File: config.mk
export PLATFORM = sky130hd
export DESIGN_NAME = motor_drive_setting_select
export DESIGN_NICKNAME = d
export VERILOG_FILES = /design/src/rtl/motor_set_pkg.sv /design/src/rtl/motor_drive_setting_select.sv
export SDC_FILE = /design/constraint.sdc
export NUM_CORES = 1
export LEC_CHECK = 0
export ABC_AREA = 1
export BUFFER_PORTS_ARGS = -buffer_cell sky130_fd_sc_hd__buf_2
export CORE_ASPECT_RATIO = 1.5
export CORE_MARGIN = 2
export CORE_UTILIZATION = 45
export CTS_CLUSTER_DIAMETER = 150
export CTS_CLUSTER_SIZE = 40
export DETAILED_ROUTE_END_ITERATION = 10
export PLACE_DENSITY = 0.64
export SLEW_MARGIN = 40
export SYNTH_ARGS = -nofsm -noshare
export SYNTH_HDL_FRONTEND = slang
export SYNTH_SLANG_ARGS = --single-unit
File: constraint.sdc
create_clock -name mclk_i -period 4.85 [get_ports mclk_i]
set_input_delay 0.485 -clock mclk_i [delete_from_list [all_inputs] [get_ports mclk_i]]
set_output_delay 0.485 -clock mclk_i [all_outputs]
set_load 0.01 [all_outputs]
File: src/rtl/motor_set_pkg.sv
// Constants, register map and lookup tables for the drive setting selector
package motor_set_pkg;
  // APB register byte offsets
  localparam logic [7:0] CTRL_OFS   = 8'h00;
  localparam logic [7:0] STATUS_OFS = 8'h04;
  // Control register fields
  localparam int LEAD_LSB  = 0;   // lead_angle_sel [3:0]
  localparam int SCALE_LSB = 4;   // lead_band_scale [5:4]
  localparam int PWMF_LSB  = 8;   // pwm_freq_sel [10:8]
  localparam int DIRINV    = 12;  // direction invert
  localparam int BRKINV    = 13;  // brake_pol_invert
  localparam int COMM_LSB  = 14;  // commutation angle [15:14]
  localparam logic [15:0] CTRL_MASK  = 16'hF73F;
  localparam logic [15:0] CTRL_RESET = 16'h0000;
  // Commutation angle codes
  localparam logic [1:0] COMM_120 = 2'h0;
  localparam logic [1:0] COMM_135 = 2'h1;
  // Lead angle in 3.75 degree units
  localparam logic [3:0] LEAD_FIXED_MAX = 4'h8;
  localparam logic [3:0] LEAD_LIM_120   = 4'h8;
  localparam logic [3:0] LEAD_LIM_135   = 4'h6;
  localparam logic [3:0] LEAD_LIM_150   = 4'h4;
  // Speed bands, electrical Hz
  localparam logic [2:0]  BAND_TOP    = 3'h5;
  localparam logic [15:0] STEP_FINE   = 16'h0064; // 100 Hz
  localparam logic [15:0] OFS_FINE    = 16'h0032; // 50 Hz
  localparam logic [15:0] STEP_COARSE = 16'h00C8; // 200 Hz
  localparam logic [15:0] OFS_COARSE  = 16'h0064; // 100 Hz
  // PWM divider: code 0..3 gives 512,256,128,64
  localparam logic [9:0] PWM_DIV_MAX = 10'h200;
  localparam logic [2:0] PWMF_BANDED = 3'h4;
  // Speed-dependent lead for codes 9..15, six bands each
  localparam logic [3:0] LEAD_TBL [0:6][0:5] = '{
    '{4'h2, 4'h4, 4'h4, 4'h4, 4'h5, 4'h6},
    '{4'h2, 4'h2, 4'h4, 4'h4, 4'h5, 4'h6},
    '{4'h0, 4'h1, 4'h2, 4'h3, 4'h4, 4'h5},
    '{4'h1, 4'h2, 4'h3, 4'h4, 4'h5, 4'h6},
    '{4'h2, 4'h3, 4'h4, 4'h5, 4'h6, 4'h7},
    '{4'h3, 4'h4, 4'h5, 4'h6, 4'h7, 4'h8},
    '{4'h1, 4'h3, 4'h5, 4'h7, 4'h8, 4'h8}};
  // Banded divider code for pwm_freq_sel 4..7
  localparam logic [1:0] PWM_TBL [0:3][0:5] = '{
    '{2'h1, 2'h1, 2'h2, 2'h2, 2'h2, 2'h3},
    '{2'h0, 2'h1, 2'h2, 2'h2, 2'h2, 2'h2},
    '{2'h0, 2'h0, 2'h1, 2'h1, 2'h2, 2'h2},
    '{2'h0, 2'h1, 2'h2, 2'h2, 2'h3, 2'h3}};
endpackage
File: src/rtl/motor_drive_setting_select.sv
// Drive setting selector: direction, brake, lead angle and PWM divider
//
// Overview of operation
// - Direction is the pin XOR the invert bit; low with bit 0 means CW.
// - Short brake when brake pin matches active level; polarity bit 1 means low active.
// - PWM period is the internal clock divided by 512, 256, 128 or 64.
// - Frequency codes 0 to 3 pick a fixed divider regardless of speed.
// - Codes 4 to 7 pick divider per speed band, 200 Hz edges, 100 Hz hysteresis.
// - Lead codes 0 to 8 fixed 3.75 degree steps; 9 to 15 banded lookup.
// - Applied lead is clamped by commutation angle: 30, 22.5 or 15 degrees.
`timescale 1ns/1ns
`default_nettype none
module motor_drive_setting_select (
  input  wire logic        mclk_i,           // 25 MHz clock
  input  wire logic        sys_rst_i,        // Sync reset, active high
  input  wire logic        psel_i,           // APB select
  input  wire logic        penable_i,        // APB enable
  input  wire logic        pwrite_i,         // APB write
  input  wire logic [7:0]  paddr_i,          // APB byte address
  input  wire logic [31:0] pwdata_i,         // APB write data
  output logic      [31:0] prdata_o,         // APB read data
  output logic             pready_o,         // APB ready
  output logic             pslverr_o,        // APB error, unmapped
  input  wire logic        rotation_dir_pin_i, // Direction pin level
  input  wire logic        brake_pin_i,      // Brake pin level
  input  wire logic [15:0] elec_speed_hz_i,  // Electrical speed, Hz
  output logic             dir_ccw_o,        // 1 = CCW, 0 = CW
  output logic             short_brake_o,    // Short brake request
  output logic      [3:0]  lead_angle_o,     // Applied lead, 3.75 deg units
  output logic      [1:0]  pwm_div_o,        // 0..3 = /512 /256 /128 /64
  output logic             pwm_cycle_o       // One pulse per PWM period
);
  import motor_set_pkg::*;

  ////////////////////////////////////////////////////////////////////////////
  // APB slave
  logic [15:0] ctrl_q, ctrl_d;
  logic [31:0] prdata_q, prdata_d;
  logic        pready_q, pready_d, pslverr_q, pslverr_d;
  logic        access, hit_ctrl, hit_stat;
  logic [2:0]  band_lead_q, band_lead_d, band_pwm_q, band_pwm_d;
  logic        dir_q, dir_d, brk_q, brk_d;
  logic [3:0]  lead_q, lead_d;
  logic [1:0]  div_q, div_d;
  logic [8:0]  cnt_q, cnt_d;
  logic        cyc_q, cyc_d;

  always_comb begin
    access    = psel_i && penable_i && !pready_q;
    hit_ctrl  = paddr_i == CTRL_OFS;
    hit_stat  = paddr_i == STATUS_OFS;
    ctrl_d    = ctrl_q;
    prdata_d  = prdata_q;
    pready_d  = access;
    pslverr_d = access && !hit_ctrl && !hit_stat;
    // Write lands only at the edge where the master sees pready high
    if (psel_i && penable_i && pready_q && pwrite_i && hit_ctrl) begin
      ctrl_d = pwdata_i[15:0] & CTRL_MASK;
    end
    if (access) begin
      if (!pwrite_i && hit_ctrl) begin
        prdata_d = {16'h0000, ctrl_q};
      end else if (!pwrite_i && hit_stat) begin
        prdata_d = {16'h0000, band_pwm_q, 1'b0, band_lead_q, cyc_q,
                    brk_q, dir_q, div_q, lead_q};
      end else begin
        prdata_d = 32'h0000_0000;
      end
    end
  end

  always_ff @(posedge mclk_i) begin
    if (sys_rst_i) begin
      ctrl_q    <= CTRL_RESET;
      prdata_q  <= 32'h0000_0000;
      pready_q  <= 1'b0;
      pslverr_q <= 1'b0;
    end else begin
      ctrl_q    <= ctrl_d;
      prdata_q  <= prdata_d;
      pready_q  <= pready_d;
      pslverr_q <= pslverr_d;
    end
  end

  ////////////////////////////////////////////////////////////////////////////
  // Speed bands with hysteresis; one step per clock is ample for a speed input
  function automatic logic [2:0] next_band(input logic [2:0] b, input logic [15:0] f,
                                           input logic [15:0] step, input logic [15:0] ofs);
    logic [18:0] up_thr;
    logic [18:0] dn_thr;
    up_thr = 19'({16'h0000, b} + 19'h1) * 19'(step);
    dn_thr = 19'(b) * 19'(step) - 19'(ofs);
    next_band = b;
    if (b != BAND_TOP && 19'(f) > up_thr) begin
      next_band = 3'(b + 3'h1);
    end else if (b != 3'h0 && 19'(f) <= dn_thr) begin
      next_band = 3'(b - 3'h1);
    end
  endfunction

  logic [1:0] scale, comm;
  logic [3:0] lsel, lraw, llim;
  logic [2:0] fsel;
  always_comb begin
    scale = ctrl_q[SCALE_LSB +: 2];
    comm  = ctrl_q[COMM_LSB +: 2];
    lsel  = ctrl_q[LEAD_LSB +: 4];
    fsel  = ctrl_q[PWMF_LSB +: 3];
    if (scale == 2'h0) begin
      band_lead_d = next_band(band_lead_q, elec_speed_hz_i, STEP_FINE, OFS_FINE);
    end else begin
      band_lead_d = next_band(band_lead_q, elec_speed_hz_i, STEP_COARSE, OFS_COARSE);
    end
    band_pwm_d = next_band(band_pwm_q, elec_speed_hz_i, STEP_COARSE, OFS_COARSE);
    dir_d = rotation_dir_pin_i ^ ctrl_q[DIRINV];
    brk_d = brake_pin_i ^ ctrl_q[BRKINV];
    if (lsel <= LEAD_FIXED_MAX) begin
      lraw = lsel;
    end else begin
      lraw = LEAD_TBL[3'(lsel - 4'h9)][band_lead_q];
    end
    case (comm)
      COMM_120: llim = LEAD_LIM_120;
      COMM_135: llim = LEAD_LIM_135;
      default:  llim = LEAD_LIM_150;
    endcase
    lead_d = (lraw > llim) ? llim : lraw;
    if (fsel < PWMF_BANDED) begin
      div_d = fsel[1:0];
    end else begin
      div_d = PWM_TBL[fsel[1:0]][band_pwm_q];
    end
    // New divider takes effect at the next period boundary, avoiding runt periods
    // 512 wraps to zero in nine bits, so the terminal count still comes out at 511
    if (cnt_q == 9'(PWM_DIV_MAX >> div_q) - 9'h1) begin
      cnt_d = 9'h000;
      cyc_d = 1'b1;
    end else begin
      cnt_d = 9'(cnt_q + 9'h1);
      cyc_d = 1'b0;
    end
  end

  always_ff @(posedge mclk_i) begin
    if (sys_rst_i) begin
      band_lead_q <= 3'h0;
      band_pwm_q  <= 3'h0;
      dir_q       <= 1'b0;
      brk_q       <= 1'b0;
      lead_q      <= 4'h0;
      div_q       <= 2'h0;
      cnt_q       <= 9'h000;
      cyc_q       <= 1'b0;
    end else begin
      band_lead_q <= band_lead_d;
      band_pwm_q  <= band_pwm_d;
      dir_q       <= dir_d;
      brk_q       <= brk_d;
      lead_q      <= lead_d;
      div_q       <= cyc_d ? div_d : div_q;
      cnt_q       <= cnt_d;
      cyc_q       <= cyc_d;
    end
  end

  assign prdata_o      = prdata_q;
  assign pready_o      = pready_q;
  assign pslverr_o     = pslverr_q;
  assign dir_ccw_o     = dir_q;
  assign short_brake_o = brk_q;
  assign lead_angle_o  = lead_q;
  assign pwm_div_o     = div_q;
  assign pwm_cycle_o   = cyc_q;
endmodule // motor_drive_setting_select
`default_nettype wire

==> metrics, run 1 <==
status finished, final reports clean; CP arrival 4360 ps; post-CTS sizing 0; FF+latch count, synth 55; count of max-cap constraint violations 0; CTS Hold Bufs 0; Slew Viols, Final 0; pin slew with the least headroom to its limit 669 ps; RSZ-0062 raised after global routing false; die width 94.1 um; Die Y 139 um; period utilization 85.8%; row count 49; Max Freq 240 MHz; Post-DP HPWL 11000 um; Max-slew headroom 55.3%; share of cells above drive strength 1 12.9%; largest net degree at the start of global routing 36; Overflow after GRT 0; Core ar. 12000 um^2; die footprint 13100 um^2; post-synth top area cell ha_1; Nets 1012; Crit. End Element register; first-pass GRT wire length 22600 um; Critical Setup Path Class register to register; initial core utilization 45.8%; residual DRC count 0; Antenna Cells 0; area of the multi-input gates 3850 um^2; sequential area share after synthesis 20.1%; FFs w/ async S/R, synth 0%; initial drt markers 171; endpoints failing hold 0; boundary pin count 106; Peak VDD IR 0.305 mV; DRT Wirelength 13600 um; Place WS 641 ps; Vias 5162; GRT Util Overall 21.1%; CP max FO 13; sw frac 45.9%; Top FF cell, synth dfxtp_1; Syn Inst Count 775; Commonest cells post-synth nand2_1, inv_1, ha_1; postcts setup bufs 0; P_sw 0.000986 W; Clock Skew 4.69 ps; total area of sequential cells 1100 um^2; syn avg cell area 7.07 um^2; proportion of power drawn by combinational gates 59.0%; post-synth cell types 42; setup slack after layout 688 ps; routability cong. 0.911; wire length per cell 13.6 um; number of global-route vias before repair 5011; setup tns final 0 ps; WP data required 5050 ps; Clock power frac 17.0%; initial antenna violation count 0; clk sinks 55; H-tree level count 2; count leader, synth nand2_1; clk buf depth 2; Num CTS Buffers 5; Mapped Area 5480 um^2; worst hold path type primary input to register; DR vias/cell 5.18; fill count 1239; P_int 0.00116 W; warnings from Yosys 0; Leakage 3.11 nW; Initial DRT Pass Iterations 5; Setup violations, final 0; buffers added on ports 70; crit start category register; synth top area cells ha_1, dfxtp_1, nand2_1, inv_1, nor2_1; Reg power frac 24.0%; CTS tree done; Clock Tree Root clkbuf_16; minimum clock period 4160 ps; Skew-Pair Late Insertion Delay 300 ps; remaining antenna violation count 0; EDFF count, synth 0; Pwr Density 353 nW/um^2; clock-pin slew on the worst setup and hold paths 70 ps; top-area cell type share of the netlist area 24.0%; Layout Area Growth over Synthesis 11.1%
-- power by group through the flow --
stage               Clock [W]  Combinational (W)  Sequential [W]
floorplan                   0           0.000971        0.000517
global placement            0            0.00121        0.000525
detailed placement          0            0.00126        0.000527
CTS                  0.000374            0.00127        0.000516
global route         0.000389            0.00147        0.000521
finish               0.000365            0.00127        0.000516
-- per-layer routing --
metal	up-vias	part of all wire [%]	GRT usage (%)	wire length, um
met2	117	50	38.3	6830
met3	20	4.2	2.17	572
met4	0	2.3	6.79	319
met1	2332	43	25.4	5860
li1	2693	-	-	-
met5	-	0	0	0
-- cell families (layout without fill, tap and decap cells) --
group	after synthesis	in the layout	share of synthesized area, %
other	1	18	0.0685
AND/OR/NAND/NOR	296	296	24.7
AO/OA/AOI/OAI	148	148	15.5
buffers and inverters	143	194	11.0
XOR/XNOR	25	25	4.00
adder cells (fa/ha/maj)	107	107	24.7
flip-flops	55	55	20.1
-- final timing paths --
check | cells past startpoint | end | slack, ps | startpoint
max reg2reg | 21 | band_pwm_q[2] | 690 | band_pwm_q[0]
min reg2reg | 1 | cnt_q[0] | 450 | cnt_q[0]
min | 3 | ctrl_q[12] | 420 | pwdata_i[12]
max | 21 | band_pwm_q[2] | 690 | band_pwm_q[0]
-- cell usage in the layout (no fill, tap or decap), types with 5 or more instances in the layout --
| cell type | n |
|---|---|
| nand2_1 | 121 |
| inv_1 | 106 |
| ha_1 | 105 |
| nor2_1 | 79 |
| buf_2 | 70 |
| o21ai_0 | 57 |
| a21oi_1 | 55 |
| dfxtp_1 | 55 |
| nand3_1 | 42 |
| conb_1 | 18 |
| xor2_1 | 16 |
| nand4_1 | 15 |
| o221ai_1 | 12 |
| xnor2_1 | 9 |
| nand2_2 | 7 |
| nor4_1 | 7 |
| nand3_2 | 6 |
| a211oi_1 | 6 |
| o211ai_1 | 6 |
| clkbuf_16 | 5 |
-- critical path, stage by stage, from the launching register on --
cell and delay (ps):
dfxtp_1 630, ha_1 270, xnor2_1 210, inv_1 110, ha_1 320, inv_1 60
fa_1 460, inv_1 70, a21oi_1 60, xor2_1 140, ha_1 290, nand2_1 90
nor2_1 70, nand4_1 80, nor3_1 60, a21oi_1 160, nand2_1 160, fa_1 410
nor2_1 110, nand3_1 100, a21oi_1 150, nor2_1 60
-- per-stage QoR --
step,hold slack [ps],total power (W),std cells,util (%),instance area [um^2]
final,425,0.00215,996,50.9,6080
after global placement,429,0.00173,988,49.6,5930
after CTS,418,0.00216,996,50.9,6080
after detailed placement,443,0.00179,988,49.7,5940
after global routing,425,0.00238,996,50.9,6080
after floorplan,418,0.00149,792,-,5540
-- area by class of cell --
type,instances,share of cell area [%]
Timing Repair Buffer,74,6.25
Tap cell,153,3.15
Multi-Input combinational cell,594,63.2
Sequential cell,55,18.1
Clock inverter,3,0.309
Clock buffer,5,2.06
Inverter,112,6.91
-- flip-flops by register name, summed over array words and instances, names as in the netlist --
register	flops
band_lead_q	3
pready_o	1
ctrl_q	13
short_brake_o	1
prdata_o	16
lead_angle_o	4
band_pwm_q	3
pwm_cycle_o	1
cnt_q	9
pwm_div_o	2
pslverr_o	1
dir_ccw_o	1
No activity file was read; power rests on OpenSTA's default activity.
==> inputs of run 2 (changes only) <==
--- a/config.mk
+++ b/config.mk
@@ -5,15 +5,15 @@
 export SDC_FILE = /design/constraint.sdc
 export NUM_CORES = 1
 export LEC_CHECK = 0
-export ABC_AREA = 1
+export ABC_AREA = 0
 export BUFFER_PORTS_ARGS = -buffer_cell sky130_fd_sc_hd__buf_2
 export CORE_ASPECT_RATIO = 1.5
 export CORE_MARGIN = 2
-export CORE_UTILIZATION = 45
+export CORE_UTILIZATION = 50
 export CTS_CLUSTER_DIAMETER = 150
 export CTS_CLUSTER_SIZE = 40
 export DETAILED_ROUTE_END_ITERATION = 10
-export PLACE_DENSITY = 0.64
+export PLACE_DENSITY = 0.7
 export SLEW_MARGIN = 40
 export SYNTH_ARGS = -nofsm -noshare
 export SYNTH_HDL_FRONTEND = slang
==> run 2 against run 1 <==
  * First-iteration DRC count up 32%
  * Global-route usage up 2.6 points
  * Critical path depth down 5
  * Combinational power down 9%
  * Core utilization up 5.8 points
  * Critical endpoint is now band_lead_q[2]
==> metrics, run 2 <==
status finished, final reports clean (unchanged); FFs w/ async S/R, synth 0% (unchanged); Post-DP HPWL 11100 um (was 11000 um); crit start category register (unchanged); Mapped Area 5530 um^2 (was 5480 um^2); CTS tree done (unchanged); Antenna Cells 0 (unchanged); CP max FO 8 (was 13); DRT Wirelength 14200 um (was 13600 um); Skew-Pair Late Insertion Delay 300 ps (about the same); period utilization 91.3% (was 85.8%); CTS Hold Bufs 0 (unchanged); Commonest cells post-synth ha_1, nor2_1, dfxtp_1 (was nand2_1, inv_1, ha_1); Buf/Inv on CP 2 (was 3); commonest non-fill, non-tap cells in the layout ha_1, nor2_1, buf_2 (was nand2_1, inv_1, ha_1); synth top area cells ha_1, dfxtp_1, nor2_1, a21oi_1, mux2i_1 (was ha_1, dfxtp_1, nand2_1, inv_1, nor2_1); count of max-cap constraint violations 0 (unchanged); clk buf depth 2 (unchanged); FF+latch count, synth 55 (unchanged); most common cell after layout, fill and taps aside ha_1 (was nand2_1); worst hold path type primary input to register (unchanged); Max stage delay cell, worst path or4_1 (was dfxtp_1); Leakage 2.96 nW (was 3.11 nW); CP cell instances inv_1, ha_1, inv_1, ha_1, ha_1, or3_1, or4_1, ha_1, a21o_1, a21oi_1, o21ai_0, a21oi_1, a311oi_1, a2bb2oi_1, o211ai_1, mux2_2 (was ha_1, xnor2_1, inv_1, ha_1, inv_1, fa_1, inv_1, a21oi_1, xor2_1, ha_1, nand2_1, nor2_1, nand4_1, nor3_1, a21oi_1, nand2_1, fa_1, nor2_1, nand3_1, a21oi_1, nor2_1); DR vias/cell 5.77 (was 5.18); count leader, synth ha_1 (was nand2_1); post-synth cell types 67 (was 42); dpl cells 884 (was 988); first-pass GRT wire length 23800 um (was 22600 um); Min-Delay Endpoint ctrl_q[14] (was ctrl_q[12]); Overflow after GRT 0 (unchanged); Reg2Reg Depth 16 (was 21); total area of sequential cells 1100 um^2 (about the same); largest net degree at the start of global routing 51 (was 36); remaining antenna violation count 0 (unchanged); endpoints failing hold 0 (unchanged); die footprint 11900 um^2 (was 13100 um^2); clock-pin slew on the worst setup and hold paths 80 ps (was 70 ps); Max-slew headroom 51.6% (was 55.3%); Vias 5151 (was 5162); Synth Area in XOR/XNOR 5.66% (was 4.00%); reg-to-reg slack, setup 420 ps (was 690 ps); Nets 914 (was 1012); Slew Viols, Final 0 (unchanged); Crit. End Element register (unchanged); Worst Hold Launch pwdata_i[14] (was pwdata_i[12]); H-tree level count 2 (unchanged); Simple-Gate Fraction of Synth Area 20.9% (was 24.7%); CP arrival 4620 ps (was 4360 ps); Pwr Density 327 nW/um^2 (was 353 nW/um^2); Largest delay share family, worst path compound AO/OA/AOI/OAI gates (was adder cells); Adder-Cell Fraction of Synth Area 24.7% (about the same); post-synth top area cell ha_1 (unchanged); Die Y 133 um (was 139 um); CP max stage delay 570 ps (was 630 ps); routability cong. 0.923 (was 0.911); warnings from Yosys 0 (unchanged); buffers added on ports 70 (unchanged); initial core utilization 50.6% (was 45.8%); WP data required 5040 ps (was 5050 ps); Syn Inst Count 671 (was 775); die width 89.9 um (was 94.1 um); Layout Area Growth over Synthesis 12.1% (was 11.1%); initial drt markers 226 (was 171); Top FF cell, synth dfxtp_1 (unchanged); Clock Skew 9.40 ps (was 4.69 ps); mux share of post-synthesis cell area 4.16% (was 0%); Max Freq 226 MHz (was 240 MHz); RSZ-0062 raised after global routing false (unchanged); Setup violations, final 0 (unchanged); area of the multi-input gates 4160 um^2 (was 3850 um^2); largest family of logic cells by synthesized area adder cells (unchanged); Hold Path Stages 3 (unchanged); number of flip-flops in the largest register 16 (unchanged); EDFF count, synth 0 (unchanged); postcts setup bufs 0 (unchanged); Core ar. 10900 um^2 (was 12000 um^2); Num CTS Buffers 5 (unchanged); top-area cell type share of the netlist area 23.8% (was 24.0%); Worst R2R End band_lead_q[2] (was band_pwm_q[2]); share of cells above drive strength 1 14.6% (was 12.9%); Clock Tree Root clkbuf_16 (unchanged); syn avg cell area 8.24 um^2 (was 7.07 um^2); GRT Util Overall 23.7% (was 21.1%); post-CTS sizing 0 (unchanged); Initial DRT Pass Iterations 4 (was 5); setup tns final 0 ps (unchanged); Peak VDD IR 0.302 mV (was 0.305 mV); residual DRC count 0 (unchanged); most frequent CP cell ha_1; reg2reg start band_lead_q[1] (was band_pwm_q[0]); initial antenna violation count 0 (unchanged); sequential area share after synthesis 19.9% (was 20.1%); Critical Setup Path Class register to register (unchanged); number of global-route vias before repair 5207 (was 5011); fill count 1071 (was 1239); wire length per cell 15.9 um (was 13.6 um); final cell count without fillers 892 (was 996); row count 47 (was 49); boundary pin count 106 (unchanged); minimum clock period 4430 ps (was 4160 ps); compound-cell area share of the yosys netlist 18.4% (was 15.5%); pin slew with the least headroom to its limit 723 ps (was 669 ps); clk sinks 55 (unchanged)
run 2: worst max-delay path by stage:
stage	startpoint	endpoint	slack (ps)	cells after the start
after floorplan	band_lead_q[0]	band_lead_q[1]	310	20
after global placement	band_lead_q[1]	band_lead_q[1]	380	19
after detailed placement	band_lead_q[1]	band_lead_q[1]	310	19
after CTS	band_lead_q[1]	band_lead_q[1]	260	19
after global routing	band_lead_q[1]	band_lead_q[1]	110	19
final	band_lead_q[1]	band_lead_q[2]	420	16
run 2: per-stage QoR:
| stage | cell area (um^2) | hold slack (ps) | setup WS [ps] | utilization, % | power, W |
|---|---|---|---|---|---|
| 2_1_floorplan | 5590 | 426 | 308 | - | 0.00136 |
| 3_3_place_gp | 6030 | 438 | 382 | 55.1 | 0.00158 |
| 3_5_place_dp | 6040 | 445 | 305 | 55.2 | 0.00165 |
| 4_1_cts | 6190 | 412 | 258 | 56.6 | 0.00202 |
| 5_1_grt | 6200 | 438 | 111 | 56.7 | 0.00221 |
| 6_report | 6200 | 415 | 420 | 56.7 | 0.00203 |
run 2: kinds of logic after synthesis:
logic type / count (synthesis)
compound gates: 148
mux: 22
fa+ha+maj: 108
other cells: 1
simple gates: 230
buf+inv: 73
xor+xnor: 34
flops: 55
run 2: layout make-up:
class / count / area share (%)
repair buffers: 84 / 7.39
flip-flops and latches: 55 / 17.8
well taps: 147 / 2.97
multi-input cells: 560 / 67.2
inverters: 38 / 2.30
clock inverters: 3 / 0.384
clock buffers: 5 / 2.02
run 2: worst reg2reg max path, stage by stage, from the launching register on:
cell       delay, ps
dfxtp_2          430
inv_1            150
ha_1             300
inv_1             40
ha_1             170
ha_1             300
or3_1            360
or4_1            570
ha_1             370
a21o_1           110
a21oi_1           60
o21ai_0          270
a21oi_1           80
a311oi_1         430
a2bb2oi_1        160
o211ai_1         150
mux2_2           350
run 2: layer usage:
metal  GRT usage, %  vias to the layer above  share of wire, %
met2           44.6                      165                51
met3           3.30                       38               5.5
met1           26.0                     2396                40
li1               -                     2552                 -
met4           11.0                        0               3.8
met5              0                        -                 0
run 2: where the power goes:
part / switching [W] / total (W) / internal [W]
Sequential: 0.0000354 / 0.000507 / 0.000471
Combinational: 0.000655 / 0.00115 / 0.000497
Clock: 0.000172 / 0.000367 / 0.000194
